$ cat src/hdl/cid_pkg.sv
package cid_pkg;
  // ==========================================
  // Opcode patterns (14-bit words)
  localparam logic [13:0] CID_CLRREG_MASK = 14'h3f80;
  localparam logic [13:0] CID_CLRREG_PAT = 14'h0180;
  localparam logic [13:0] CID_CLRACC_MASK = 14'h3f80;
  localparam logic [13:0] CID_CLRACC_PAT = 14'h0100;
  localparam logic [13:0] CID_CLRWDG_PAT = 14'h0064;
  localparam logic [13:0] CID_OPC_MASK = 14'h3f00;
  localparam logic [13:0] CID_INVERT_PAT = 14'h0900;
  localparam logic [13:0] CID_DECSKIP_PAT = 14'h0b00;
  // ==========================================
  // Field positions
  localparam int CID_DEST_BIT = 7;
  localparam int CID_FADDR_MSB = 6;
  // ==========================================
  // Reset values and byte constants
  localparam logic [7:0] CID_ACC_RESET = 8'h00;
  localparam logic [7:0] CID_ZERO_BYTE = 8'h00;
  localparam logic [7:0] CID_ONE_BYTE = 8'h01;
  localparam logic [1:0] CID_Q_RESET = 2'h0;

  // Quarter phases of one instruction cycle
  typedef enum logic [1:0] {
    CID_Q1 = 2'b00,
    CID_Q2 = 2'b01,
    CID_Q3 = 2'b10,
    CID_Q4 = 2'b11
  } cid_phase_type;

  // Decoded operation
  typedef enum logic [2:0] {
    CID_OP_NONE = 3'b000,
    CID_OP_CLRREG = 3'b001,
    CID_OP_CLRACC = 3'b010,
    CID_OP_CLRWDG = 3'b011,
    CID_OP_INVERT = 3'b100,
    CID_OP_DECSKIP = 3'b101
  } cid_op_type;
endpackage

$ cat src/hdl/cid_file_if.sv
`timescale 1ns/1ps
// ==========================================
// Quarter phase bundle from the sequencer to the executor
interface cid_phase_if;
  logic [1:0] phase;
  logic cycle_end;
  modport src (output phase, output cycle_end);
  modport dst (input phase, input cycle_end);
endinterface

$ cat src/hdl/cid_exec.sv
`timescale 1ns/1ps
// How it works
// RULE_01 - Clear-register spends Q1 decode, Q2 read, Q3 process and Q4 writes back to the same register.
// RULE_02 - Clear-accumulator loads zero into the accumulator and sets the zero flag, low seven bits ignored.
// RULE_03 - Clear-watchdog resets the watchdog counter to zero.
// RULE_04 - Clear-watchdog also zeroes the prescaler when it is assigned to the watchdog.
// RULE_05 - Clear-watchdog sets both the time-out and power-down status bits and touches no other flag.
// RULE_06 - Clear-watchdog is recognised by its fixed pattern with no operand fields.
// RULE_07 - Clear-watchdog is one word and completes in one instruction cycle.
// RULE_08 - Invert and decrement use a seven-bit register address and a one-bit destination selector.
// RULE_09 - Decrement-skip subtracts one from the register and writes the selected destination.
// RULE_10 - A zero decrement result discards the next instruction, otherwise the next one runs.
// RULE_11 - Clear-register writes zero into the register and sets the zero flag.
// RULE_12 - Destination zero writes the accumulator, destination one writes the file register.
// RULE_13 - A discarded instruction is replaced by a no-operation cycle, making two cycles.
// RULE_14 - Invert writes the complement to the destination and sets the zero flag from the result.
// RULE_15 - Decrement-skip changes no status flag.
module cid_exec (
  // Clock and reset
  input wire logic mclk,
  input wire logic sys_rst,
  // Instruction fetch
  input wire logic [13:0] instr_word,
  output logic instr_take,
  // File register read port (data valid in Q3)
  output logic [6:0] file_addr,
  output logic file_rd,
  input wire logic [7:0] file_rdata,
  // File register write port
  output logic file_wr,
  output logic [7:0] file_wdata,
  // Watchdog side
  input wire logic prescaler_to_wdg,
  output logic wdg_clear,
  output logic prescaler_clear,
  output logic [7:0] watchdog_counter,
  // Core state
  output logic [7:0] accumulator_reg,
  output logic result_null_flag,
  output logic watchdog_expired_n,
  output logic sleep_entered_n,
  input wire logic status_set_expired_n,
  input wire logic status_set_sleep_n,
  output logic skip_active,
  output logic [1:0] phase
);
  import cid_pkg::*;

  // ==========================================
  // Decode helper
  function automatic cid_op_type cid_decode(input logic [13:0] w);
    cid_op_type op;
    op = CID_OP_NONE;
    if (w == CID_CLRWDG_PAT) begin
      op = CID_OP_CLRWDG; // RULE_06
    end else if ((w & CID_CLRREG_MASK) == CID_CLRREG_PAT) begin
      op = CID_OP_CLRREG;
    end else if ((w & CID_CLRACC_MASK) == CID_CLRACC_PAT) begin
      op = CID_OP_CLRACC; // RULE_02
    end else if ((w & CID_OPC_MASK) == CID_INVERT_PAT) begin
      op = CID_OP_INVERT;
    end else if ((w & CID_OPC_MASK) == CID_DECSKIP_PAT) begin
      op = CID_OP_DECSKIP;
    end
    return op;
  endfunction

  // ==========================================
  // Operand helper
  // Ops that fetch their operand from the file during Q2
  function automatic logic cid_reads_file(input cid_op_type op);
    return (op == CID_OP_INVERT) || (op == CID_OP_DECSKIP) || (op == CID_OP_CLRREG);
  endfunction

  // ==========================================
  // State
  typedef struct packed {
    cid_op_type op;
    logic [13:0] iw;
    logic [7:0] res;
    logic [7:0] acc;
    logic [7:0] wdg;
    logic zf;
    logic to_n;
    logic pd_n;
    logic skip;
    logic squash;
    logic wr;
    logic [7:0] wdata;
    logic wdg_clr;
    logic pre_clr;
  } cid_state_type;

  cid_state_type st_q;
  cid_state_type st_d;
  cid_phase_if ph ();

  cid_phase_gen u_phase (
    .mclk(mclk),
    .sys_rst(sys_rst),
    .ph(ph)
  );

  logic dest_is_file;
  logic [7:0] dec_val;
  assign dest_is_file = st_q.iw[CID_DEST_BIT]; // RULE_12
  assign dec_val = file_rdata - CID_ONE_BYTE;

  // ==========================================
  // Per-phase execution
  always_comb begin
    st_d = st_q;
    st_d.wr = 1'b0;
    st_d.wdg_clr = 1'b0;
    st_d.pre_clr = 1'b0;
    // Stand-in watchdog count, one step per instruction cycle; the real
    // timer runs from its own oscillator, so this is only an approximation
    if (ph.cycle_end) begin
      st_d.wdg = st_q.wdg + CID_ONE_BYTE;
    end
    // Later assignments below win, so a clear beats the step
    case (ph.phase)
      CID_Q1: begin
        // Decode; a squashed slot executes as a no-operation
        st_d.iw = instr_word;
        st_d.op = st_q.skip ? CID_OP_NONE : cid_decode(instr_word); // RULE_13
        st_d.squash = st_q.skip;
        st_d.skip = 1'b0;
      end
      CID_Q2: begin
        // Read happens here; data is sampled at Q3
      end
      CID_Q3: begin
        case (st_q.op)
          CID_OP_CLRREG: st_d.res = CID_ZERO_BYTE; // RULE_01
          CID_OP_CLRACC: st_d.res = CID_ZERO_BYTE;
          CID_OP_INVERT: st_d.res = ~file_rdata; // RULE_14
          CID_OP_DECSKIP: st_d.res = dec_val; // RULE_09
          default: st_d.res = st_q.res;
        endcase
      end
      CID_Q4: begin
        case (st_q.op)
          CID_OP_CLRREG: begin
            st_d.wr = 1'b1; // RULE_01
            st_d.wdata = CID_ZERO_BYTE; // RULE_11
            st_d.zf = 1'b1; // RULE_11
          end
          CID_OP_CLRACC: begin
            st_d.acc = CID_ZERO_BYTE; // RULE_02
            st_d.zf = 1'b1; // RULE_02
          end
          CID_OP_CLRWDG: begin
            st_d.wdg = CID_ZERO_BYTE; // RULE_03
            st_d.wdg_clr = 1'b1; // RULE_07
            st_d.pre_clr = prescaler_to_wdg; // RULE_04
            st_d.to_n = 1'b1; // RULE_05
            st_d.pd_n = 1'b1; // RULE_05
          end
          CID_OP_INVERT: begin
            if (dest_is_file) begin
              st_d.wr = 1'b1; // RULE_12
              st_d.wdata = st_q.res;
            end else begin
              st_d.acc = st_q.res; // RULE_12
            end
            st_d.zf = (st_q.res == CID_ZERO_BYTE); // RULE_14
          end
          CID_OP_DECSKIP: begin
            if (dest_is_file) begin
              st_d.wr = 1'b1; // RULE_12
              st_d.wdata = st_q.res;
            end else begin
              st_d.acc = st_q.res;
            end
            st_d.skip = (st_q.res == CID_ZERO_BYTE); // RULE_10
            // Flags left alone on purpose RULE_15
          end
          default: begin
          end
        endcase
        // External status writers apply only when this op does not own them
        if (st_q.op != CID_OP_CLRWDG) begin
          if (status_set_expired_n) begin
            st_d.to_n = 1'b0;
          end
          if (status_set_sleep_n) begin
            st_d.pd_n = 1'b0;
          end
        end
      end
      default: begin
      end
    endcase
  end

  // ==========================================
  // State register
  always_ff @(posedge mclk) begin
    if (sys_rst) begin
      st_q.op <= CID_OP_NONE;
      st_q.iw <= 14'h0000;
      st_q.res <= CID_ZERO_BYTE;
      st_q.acc <= CID_ACC_RESET;
      st_q.wdg <= CID_ZERO_BYTE;
      st_q.zf <= 1'b0;
      st_q.to_n <= 1'b1;
      st_q.pd_n <= 1'b1;
      st_q.skip <= 1'b0;
      st_q.squash <= 1'b0;
      st_q.wr <= 1'b0;
      st_q.wdata <= CID_ZERO_BYTE;
      st_q.wdg_clr <= 1'b0;
      st_q.pre_clr <= 1'b0;
    end else begin
      st_q <= st_d;
    end
  end

  // ==========================================
  // Outputs
  assign instr_take = (ph.phase == CID_Q1);
  assign file_addr = st_q.iw[CID_FADDR_MSB:0]; // RULE_08
  assign file_rd = (ph.phase == CID_Q2) && cid_reads_file(st_q.op); // RULE_01
  assign file_wr = st_q.wr;
  assign file_wdata = st_q.wdata;
  assign wdg_clear = st_q.wdg_clr;
  assign prescaler_clear = st_q.pre_clr;
  assign watchdog_counter = st_q.wdg;
  assign accumulator_reg = st_q.acc;
  assign result_null_flag = st_q.zf;
  assign watchdog_expired_n = st_q.to_n;
  assign sleep_entered_n = st_q.pd_n;
  assign skip_active = st_q.squash;
  assign phase = ph.phase;
endmodule

$ cat src/hdl/cid_phase_gen.sv
`timescale 1ns/1ps
// ==========================================
// Quarter-phase sequencer: Q1..Q4 repeating, one per mclk
module cid_phase_gen (
  // Clock and reset
  input wire logic mclk,
  input wire logic sys_rst,
  // Phase outputs
  cid_phase_if.src ph
);
  import cid_pkg::*;

  typedef struct packed {
    logic [1:0] q;
  } cid_pg_state_type;

  cid_pg_state_type st_q;
  cid_pg_state_type st_d;

  // Next phase wraps after Q4
  always_comb begin
    st_d = st_q;
    st_d.q = st_q.q + 2'h1;
  end

  // Phase register
  always_ff @(posedge mclk) begin
    if (sys_rst) begin
      st_q.q <= CID_Q_RESET;
    end else begin
      st_q <= st_d;
    end
  end

  assign ph.phase = st_q.q;
  assign ph.cycle_end = (st_q.q == CID_Q4);
endmodule

$ cat config.mk
export PLATFORM = sky130hd
export DESIGN_NAME = cid_exec
export DESIGN_NICKNAME = d
export VERILOG_FILES = /design/src/hdl/cid_pkg.sv /design/src/hdl/cid_file_if.sv /design/src/hdl/cid_exec.sv /design/src/hdl/cid_phase_gen.sv
export SDC_FILE = /design/constraint.sdc
export NUM_CORES = 1
export LEC_CHECK = 0
export ABC_CLOCK_PERIOD_IN_PS = 1600
export BUFFER_PORTS_ARGS = -buffer_cell sky130_fd_sc_hd__buf_4
export CELL_PAD_IN_SITES_DETAIL_PLACEMENT = 1
export CELL_PAD_IN_SITES_GLOBAL_PLACEMENT = 1
export CORE_MARGIN = 4
export CORE_UTILIZATION = 35
export CTS_CLUSTER_SIZE = 25
export DETAILED_ROUTE_END_ITERATION = 7
export GPL_ROUTABILITY_DRIVEN = 1
export MAX_ROUTING_LAYER = met4
export PLACE_DENSITY = 0.82
export SYNTH_ARGS = -nofsm -noshare
export SYNTH_HDL_FRONTEND = slang
export SYNTH_SLANG_ARGS = --single-unit
export TNS_END_PERCENT = 100
$ cat constraint.sdc
create_clock -name mclk -period 1.6 [get_ports mclk]
set_input_delay 0.24 -clock mclk [delete_from_list [all_inputs] [get_ports mclk]]
set_output_delay 0.24 -clock mclk [all_outputs]
set_load 0.01 [all_outputs]
==> run metrics, run 1 <==
part of the cycle the worst path needs=0.959; global-route wire length before repair=10500 um; critical path class=reg2out; Chip Height=93.4 um; register area=1060 um^2; TritonCTS clock tree=yes; ANT cells=0; CP bufs+invs=3; drc violations=0; final count of negative-setup-slack endpoints=0; Post-Syn Area=2550 um^2; design area=3250 um^2; synthesis-stage register bit count=between 50 and 60; LEAKAGE=between 1 and 1.5 nW; dpl ws=-0.137 ns; slowest stage cell, crit path=dfxtp_1; CORE AREA=6940 um^2; PwrDens=approximately 750 nW/um^2; crit path to=file_rd; CTS Buffer Depth=2; Fmax=0.652 GHz; total wire length=6490 um; routed vias=2172; Worst-Skew Late Latency=0.31 ns; largest net degree at the start of global routing=28; Die Area=8730 um^2; antenna violations before repair=0; sequential share of the synthesized area=0.415; flop2flop setup slack=0.10 ns; Initial Util=0.368; Max rail drop VDD=0.388 mV; total clock buffers created by CTS=5; Post-Synthesis Cells=288; TritonRoute pass-1 iters=4; Overflow after GRT=0; share of cells above drive strength 1=0.351; nature of the critical path startpoint=flop; area growth from synthesis to layout=27.2%; clock sinks=53; Post-synth EDFFs=0; R2R Path End=st_q[12]; # H-tree levels=2; Tightest Pin Transition=0.380 ns; normalized max-slew margin=0.747; most used cell, CP=buf_4; reg2reg start=st_q[39]; ys async rst share=0; footprint of the multi-input gates=~1200 um^2; Final WS setup=0.0658 ns; Die Width=a little over 90 um; Final Critical Period=1.53 ns; crit end category=primary output; Nets=380; status=completed; critical-path cell list=buf_4 -> inv_1 -> o211a_1 -> buf_4; Yosys cell types=46; Hold Vio Cnt, Final=0; Clock Skews=around 0.012 ns; Clk pin slew, worst setup/hold paths=0.09 ns; DP Area=3070 um^2; number of flip-flops in the largest register=12; 1st-iter DRT viols=54; Avg Cell Area, Syn=8.87 um^2; Hold Crit Class=in2reg; CP arrival=between 1 and 1.5 ns; worst reg-to-reg path cell count=4; vias per cell=4.89; Hold Buf Count CTS=0; Routability Congestion=around 0.77; Root Driver=clkbuf_8; Primary FF master, synth=dfxtp_1; delay-heaviest family, CP=flip-flops; detailed placer's ending HPWL=just under 5000 um; Filler cells=830; Slew Viols, Final=0; syn_nets=321; Ys Warns=0; WP depth=4; slowest cell delay on critical path=approximately 0.45 ns; I/O pin cnt=69; vias in the first global route=~2200; PortBufs=68; max cap viols=0; CP required=1.36 ns; FP Rows=30; Final ANT Viol Nets=0; Routed WL per cell=between 10 and 15 um; gr usage total=0.152; CP Launch Point=st_q[55]; crit-path max FO=6
==> cells by family (layout without fill, tap and decap cells) <==
kind of cell    after synthesis  in the layout  share of synthesized area
flops                        53             53                      0.415
compound gates               49             49                      0.138
simple gates                104            104                      0.208
fa+ha+maj                     6              6                     0.0294
buf+inv                      53            113                      0.126
mux                          10             10                     0.0392
xor+xnor                     13             13                     0.0446
==> cell usage after synthesis, types with 2 or more instances <==
cell,count,area (um^2)
nor3_1,5,25.0
inv_1,7,26.3
and2_1,2,12.5
mux2i_1,10,100
o21ai_1,2,10.0
buf_2,5,25.0
nand4_1,4,25.0
a22o_1,4,35.0
a21oi_1,20,100
nor4b_1,6,52.6
nor3b_1,3,22.5
a21o_1,3,22.5
o32ai_1,2,17.5
nand2_1,22,82.6
o21ai_0,3,15.0
nand3_1,10,50.1
xnor2_1,5,43.8
o31ai_1,2,15.0
xor2_1,8,70.1
dfxtp_1,53,1060
buf_4,31,233
a31oi_1,2,12.5
or4_1,2,15.0
ha_1,6,75.1
nor2b_1,3,18.8
nand2b_1,3,18.8
or3b_2,2,17.5
a32oi_1,3,26.3
nor2_1,36,135
clkbuf_1,8,30.0
==> where the power goes <==
group          switching [mW]  total (mW)  internal [mW]
registers              0.0204        1.37           1.34
clock network           0.441       0.754          0.313
logic                   0.149       0.321          0.172
total                   0.610        2.44           1.83
==> cells in the final DEF (no fill, tap or decap), types with 2 or more instances in the layout <==
| cell type | synthesis | layout |
|---|---|---|
| nor4b_1 | 6 | 6 |
| nand4_1 | 4 | 4 |
| xnor2_1 | 5 | 5 |
| a22o_1 | 4 | 4 |
| or3b_2 | 2 | 2 |
| a31oi_1 | 2 | 2 |
| buf_4 | 31 | 95 |
| dfxtp_2 | 0 | 2 |
| and2_1 | 2 | 2 |
| clkbuf_8 | 0 | 5 |
| o32ai_1 | 2 | 2 |
| clkinv_2 | 0 | 2 |
| ha_2 | 0 | 2 |
| dfxtp_1 | 53 | 51 |
| mux2i_1 | 10 | 10 |
| nand2_1 | 22 | 22 |
| nand2b_1 | 3 | 3 |
| nor2b_1 | 3 | 3 |
| ha_1 | 6 | 4 |
| inv_1 | 7 | 7 |
| nor3b_2 | 0 | 2 |
| a21oi_1 | 20 | 20 |
| nand3_1 | 10 | 10 |
| o21ai_2 | 0 | 2 |
| a32oi_1 | 3 | 3 |
| o31ai_1 | 2 | 2 |
| or4_4 | 1 | 2 |
| o21ai_0 | 3 | 3 |
| xor2_1 | 8 | 8 |
| a21o_1 | 3 | 3 |
| nor3_1 | 5 | 4 |
| nor2_1 | 36 | 36 |
==> routing by layer <==
| layer | up-vias | wire [um] | global-route usage | share of wire |
|---|---|---|---|---|
| li1 | 1082 | - | - | - |
| met1 | 1037 | 2760 | 0.170 | 0.43 |
| met2 | 46 | 3320 | 0.268 | 0.51 |
| met3 | 7 | 331 | 0.0370 | 0.051 |
| met4 | 0 | 72 | 0.0427 | 0.011 |
| met5 | - | 0 | - | 0 |
==> worst min-delay path by stage <==
stage | from | endpoint | slack [ns] | cells after the start
6_report | prescaler_to_wdg | prescaler_clear | 0.15 | 2
5_1_grt | prescaler_to_wdg | prescaler_clear | 0.15 | 2
4_1_cts | prescaler_to_wdg | prescaler_clear | 0.15 | 2
3_5_place_dp | watchdog_expired_n | watchdog_expired_n | 0.44 | 1
3_3_place_gp | watchdog_expired_n | watchdog_expired_n | 0.44 | 1
2_1_floorplan | sys_rst | st_q[12] | 0.32 | 1
==> per-stage QoR <==
stage	TNS [ns]	total power [mW]	std cells	util	hold slack, ns
global route	-0.000684	2.55	444	0.468	0.153
finish	0	2.44	444	0.468	0.150
floorplan	0	1.55	288	-	0.320
global placement	-0.170	1.67	430	0.442	0.437
CTS	0	2.46	438	0.457	0.147
detailed placement	-0.433	1.68	430	0.442	0.443
==> repair_timing <==
action | CTS | global route
setup endpoints to repair | 9 | 15
setup buffers | 0 | 6
resized for setup | 5 | 8
pin swaps | 0 | 2
==> final cells by class <==
type                       count  area share
clock buffer                   6      0.0223
clock inverter                 2     0.00424
inverter                       8     0.00963
multi-input combinational    182       0.370
sequential                    53       0.327
tap                           96      0.0370
timing repair buffer          97       0.229
==> worst register-to-register path: cells and delay by family, from the launching register on <==
family,cells,cell delay (ns)
simple gates,2,0.61
flops,1,0.32
compound gates,2,0.45
Power figures use the tool's default switching activity.
==> run 2, diff against run 1 <==
--- a/config.mk
+++ b/config.mk
@@ -10,13 +10,13 @@
 export CELL_PAD_IN_SITES_DETAIL_PLACEMENT = 1
 export CELL_PAD_IN_SITES_GLOBAL_PLACEMENT = 1
 export CORE_MARGIN = 4
-export CORE_UTILIZATION = 35
+export CORE_UTILIZATION = 30
+export CTS_BUF_LIST = sky130_fd_sc_hd__clkbuf_4
 export CTS_CLUSTER_SIZE = 25
 export DETAILED_ROUTE_END_ITERATION = 7
 export GPL_ROUTABILITY_DRIVEN = 1
 export MAX_ROUTING_LAYER = met4
-export PLACE_DENSITY = 0.82
+export PLACE_DENSITY = 0.73
 export SYNTH_ARGS = -nofsm -noshare
 export SYNTH_HDL_FRONTEND = slang
 export SYNTH_SLANG_ARGS = --single-unit
-export TNS_END_PERCENT = 100
==> run 2 against run 1 <==
  * Die area up 15%
  * Count of clock-buffer cells in the layout is 1 lower
  * Non-clock buffer count down 7
  * Fmax is 0.61% higher
  * Combinational power shrank 5%
  * Total power up 0.27%
  * Critical endpoint unchanged
  * Highest routed layer unchanged
  * Via count decreased by 1.8%
  * Critical path depth did not move
  * Final area fell by 0.27%
  * Clock skew is 0.0094 ns higher
  * Sequential share of layout area grew 0.24 points
==> run metrics, run 2 (synthesis results as in run 1) <==
TritonCTS clock tree=yes; hold path depth=2 (unchanged); DP Area=3060 um^2 (-0.12%); Routed WL per cell=14.1 um (-3.1%); final count of negative-setup-slack endpoints=0 (unchanged); Inst Count DP=437 (+1.6%); normalized max-slew margin=0.740 (-0.00674); CTS Buffer Depth=2 (unchanged); number of flip-flops in the largest register=12 (unchanged); drc violations=0 (unchanged); delay-heaviest family, CP=buffers and inverters; most used cell, CP=buf_6; Root Driver=clkbuf_4; TritonRoute pass-1 iters=3 (-1); Initial Util=0.309 (-0.0585); vias in the first global route=2240 (+0.99%); reg2reg start=st_q[35]; Clk pin slew, worst setup/hold paths=0.15 ns (+0.06 ns); Power Total=2.45 mW (+0.27%); CP bufs+invs=3 (unchanged); HP Start=prescaler_to_wdg; LEAKAGE=1.35 nW (-2.4%); total clock buffers created by CTS=5 (unchanged); ANT cells=0 (unchanged); area growth from synthesis to layout=26.8%; Filler cells=1001 (+21%); # H-tree levels=2 (unchanged); Max rail drop VDD=0.301 mV (-22%); R2R Path End=st_q[12]; part of the cycle the worst path needs=0.953 (-0.00582); gr usage total=0.133 (-0.0186); CORE AREA=8260 um^2 (+19%); crit-path max FO=13 (+7); flop2flop setup slack=0.10 ns (about the same); total wire length=6310 um (-2.7%); Chip Height=100 um (+7.3%); hold endpoint=prescaler_clear; Die Width=100 um (+7.3%); nature of the critical path startpoint=flop; max cap viols=0 (unchanged); Die Area=10100 um^2 (+15%); antenna violations before repair=0 (unchanged); routed vias=2132 (-1.8%); status=completed; Routability Congestion=0.736 (-4.2%); slowest stage cell, crit path=dfxtp_2; I/O pin cnt=69 (unchanged); FP Rows=33 (+10%); design area=3240 um^2 (-0.27%); Worst-Skew Late Latency=0.38 ns (+0.07 ns); PortBufs=68 (unchanged); most common cell after layout, fill and taps aside=buf_4; clock sinks=53 (unchanged); Tightest Pin Transition=0.385 ns (+0.00474 ns); Nets=373 (-1.8%); critical-path cell list=buf_6 -> inv_1 -> o211a_1 -> buf_6; Final Critical Period=1.52 ns (-0.00931 ns); crit end category=primary output; critical path class=reg2out; Final ANT Viol Nets=0 (unchanged); detailed placer's ending HPWL=4880 um (-1.6%); PwrDens=755 nW/um^2 (+0.54%); Hold Vio Cnt, Final=0 (unchanged); largest net degree at the start of global routing=27 (-3.6%); global-route wire length before repair=10600 um (+1.2%); share of cells above drive strength 1=0.349 (-0.00160); Overflow after GRT=0 (unchanged); Hold Crit Class=in2reg; Slew Viols, Final=0 (unchanged); Fmax=0.656 GHz (+0.61%); CP arrival=1.28 ns (about the same); Clock Skews=0.0214 ns (+0.00936 ns); most frequent cells in the layout=85 x buf_4, 49 x dfxtp_1, 36 x nor2_1; worst reg-to-reg path cell count=4 (unchanged); vias per cell=4.78 (-2.3%); footprint of the multi-input gates=1220 um^2 (+1.8%); 1st-iter DRT viols=65 (+20%); register area=1070 um^2 (+0.47%); CP required=1.36 ns (about the same); slowest cell delay on critical path=0.36 ns (-0.09 ns); final std cells w/o fill=446 (+0.45%)
==> run 2: changes by cell type in the layout (fill, tap and decap cells not counted), sizes merged <==
cell      before  now
buf           97   90
clkbuf         6    5
clkinvlp       0    1
bufinv         0    1
inv            8    7
==> run 2: cell type report <==
type,count,area share
sequential,53,0.330
multi-input combinational,182,0.378
inverter,8,0.0104
clock buffer,5,0.0116
clock inverter,3,0.0143
tap,105,0.0406
timing repair buffer,90,0.216
==> run 2: where the power goes <==
part,internal (mW),switching (mW)
Clock,0.332,0.443
Sequential,1.35,0.0203
Combinational,0.159,0.145
==> run 2: what timing repair did <==
action / 4_1_cts / 5_1_grt
endpoints found under the hold margin: 0 / 0
endpoints found under the setup margin: 7 / 14
buffers inserted: 1 / 0
hold buffers: 0 / 0
resized for setup: 11 / 12
==> run 2: how the worst max path moves through the flow <==
stage	startpoint	end	slack (ns)	depth (start not counted)
3_5_place_dp	file_rdata[0]	st_q[38]	-0.15	7
5_1_grt	u_phase.ph.phase[0]	file_wdata[6]	-0.007	5
3_3_place_gp	file_rdata[0]	st_q[38]	-0.10	7
4_1_cts	u_phase.ph.phase[1]	instr_take	0.0006	5
2_1_floorplan	u_phase.ph.phase[1]	file_wdata[0]	0.0003	7
6_report	st_q[55]	file_rd	0.08	4
==> run 2: stage by stage <==
step | util | setup TNS, ns | hold slack, ns | worst slack (ns)
after floorplan | - | 0 | 0.320 | 0.000274
after global placement | 0.371 | -0.183 | 0.439 | -0.101
after detailed placement | 0.371 | -0.306 | 0.443 | -0.145
after CTS | 0.387 | 0 | 0.0471 | 0.000605
after global routing | 0.392 | -0.00724 | 0.0473 | -0.00712
final | 0.392 | 0 | 0.0657 | 0.0751
==> run 2: worst reg2reg max path, delay by kind of cell (launching register included) <==
kind,cells,cell delay (ns)
DFF,1,0.35
AOI/OAI and AO/OA,2,0.44
and+or+nand+nor,2,0.63
==> run 2: routing by layer <==
layer,global-route usage,vias up,routed length (um)
met5,-,-,0
met4,0.0425,0,110
met3,0.0278,9,291
met2,0.230,47,3190
met1,0.154,1015,2720
li1,-,1061,-
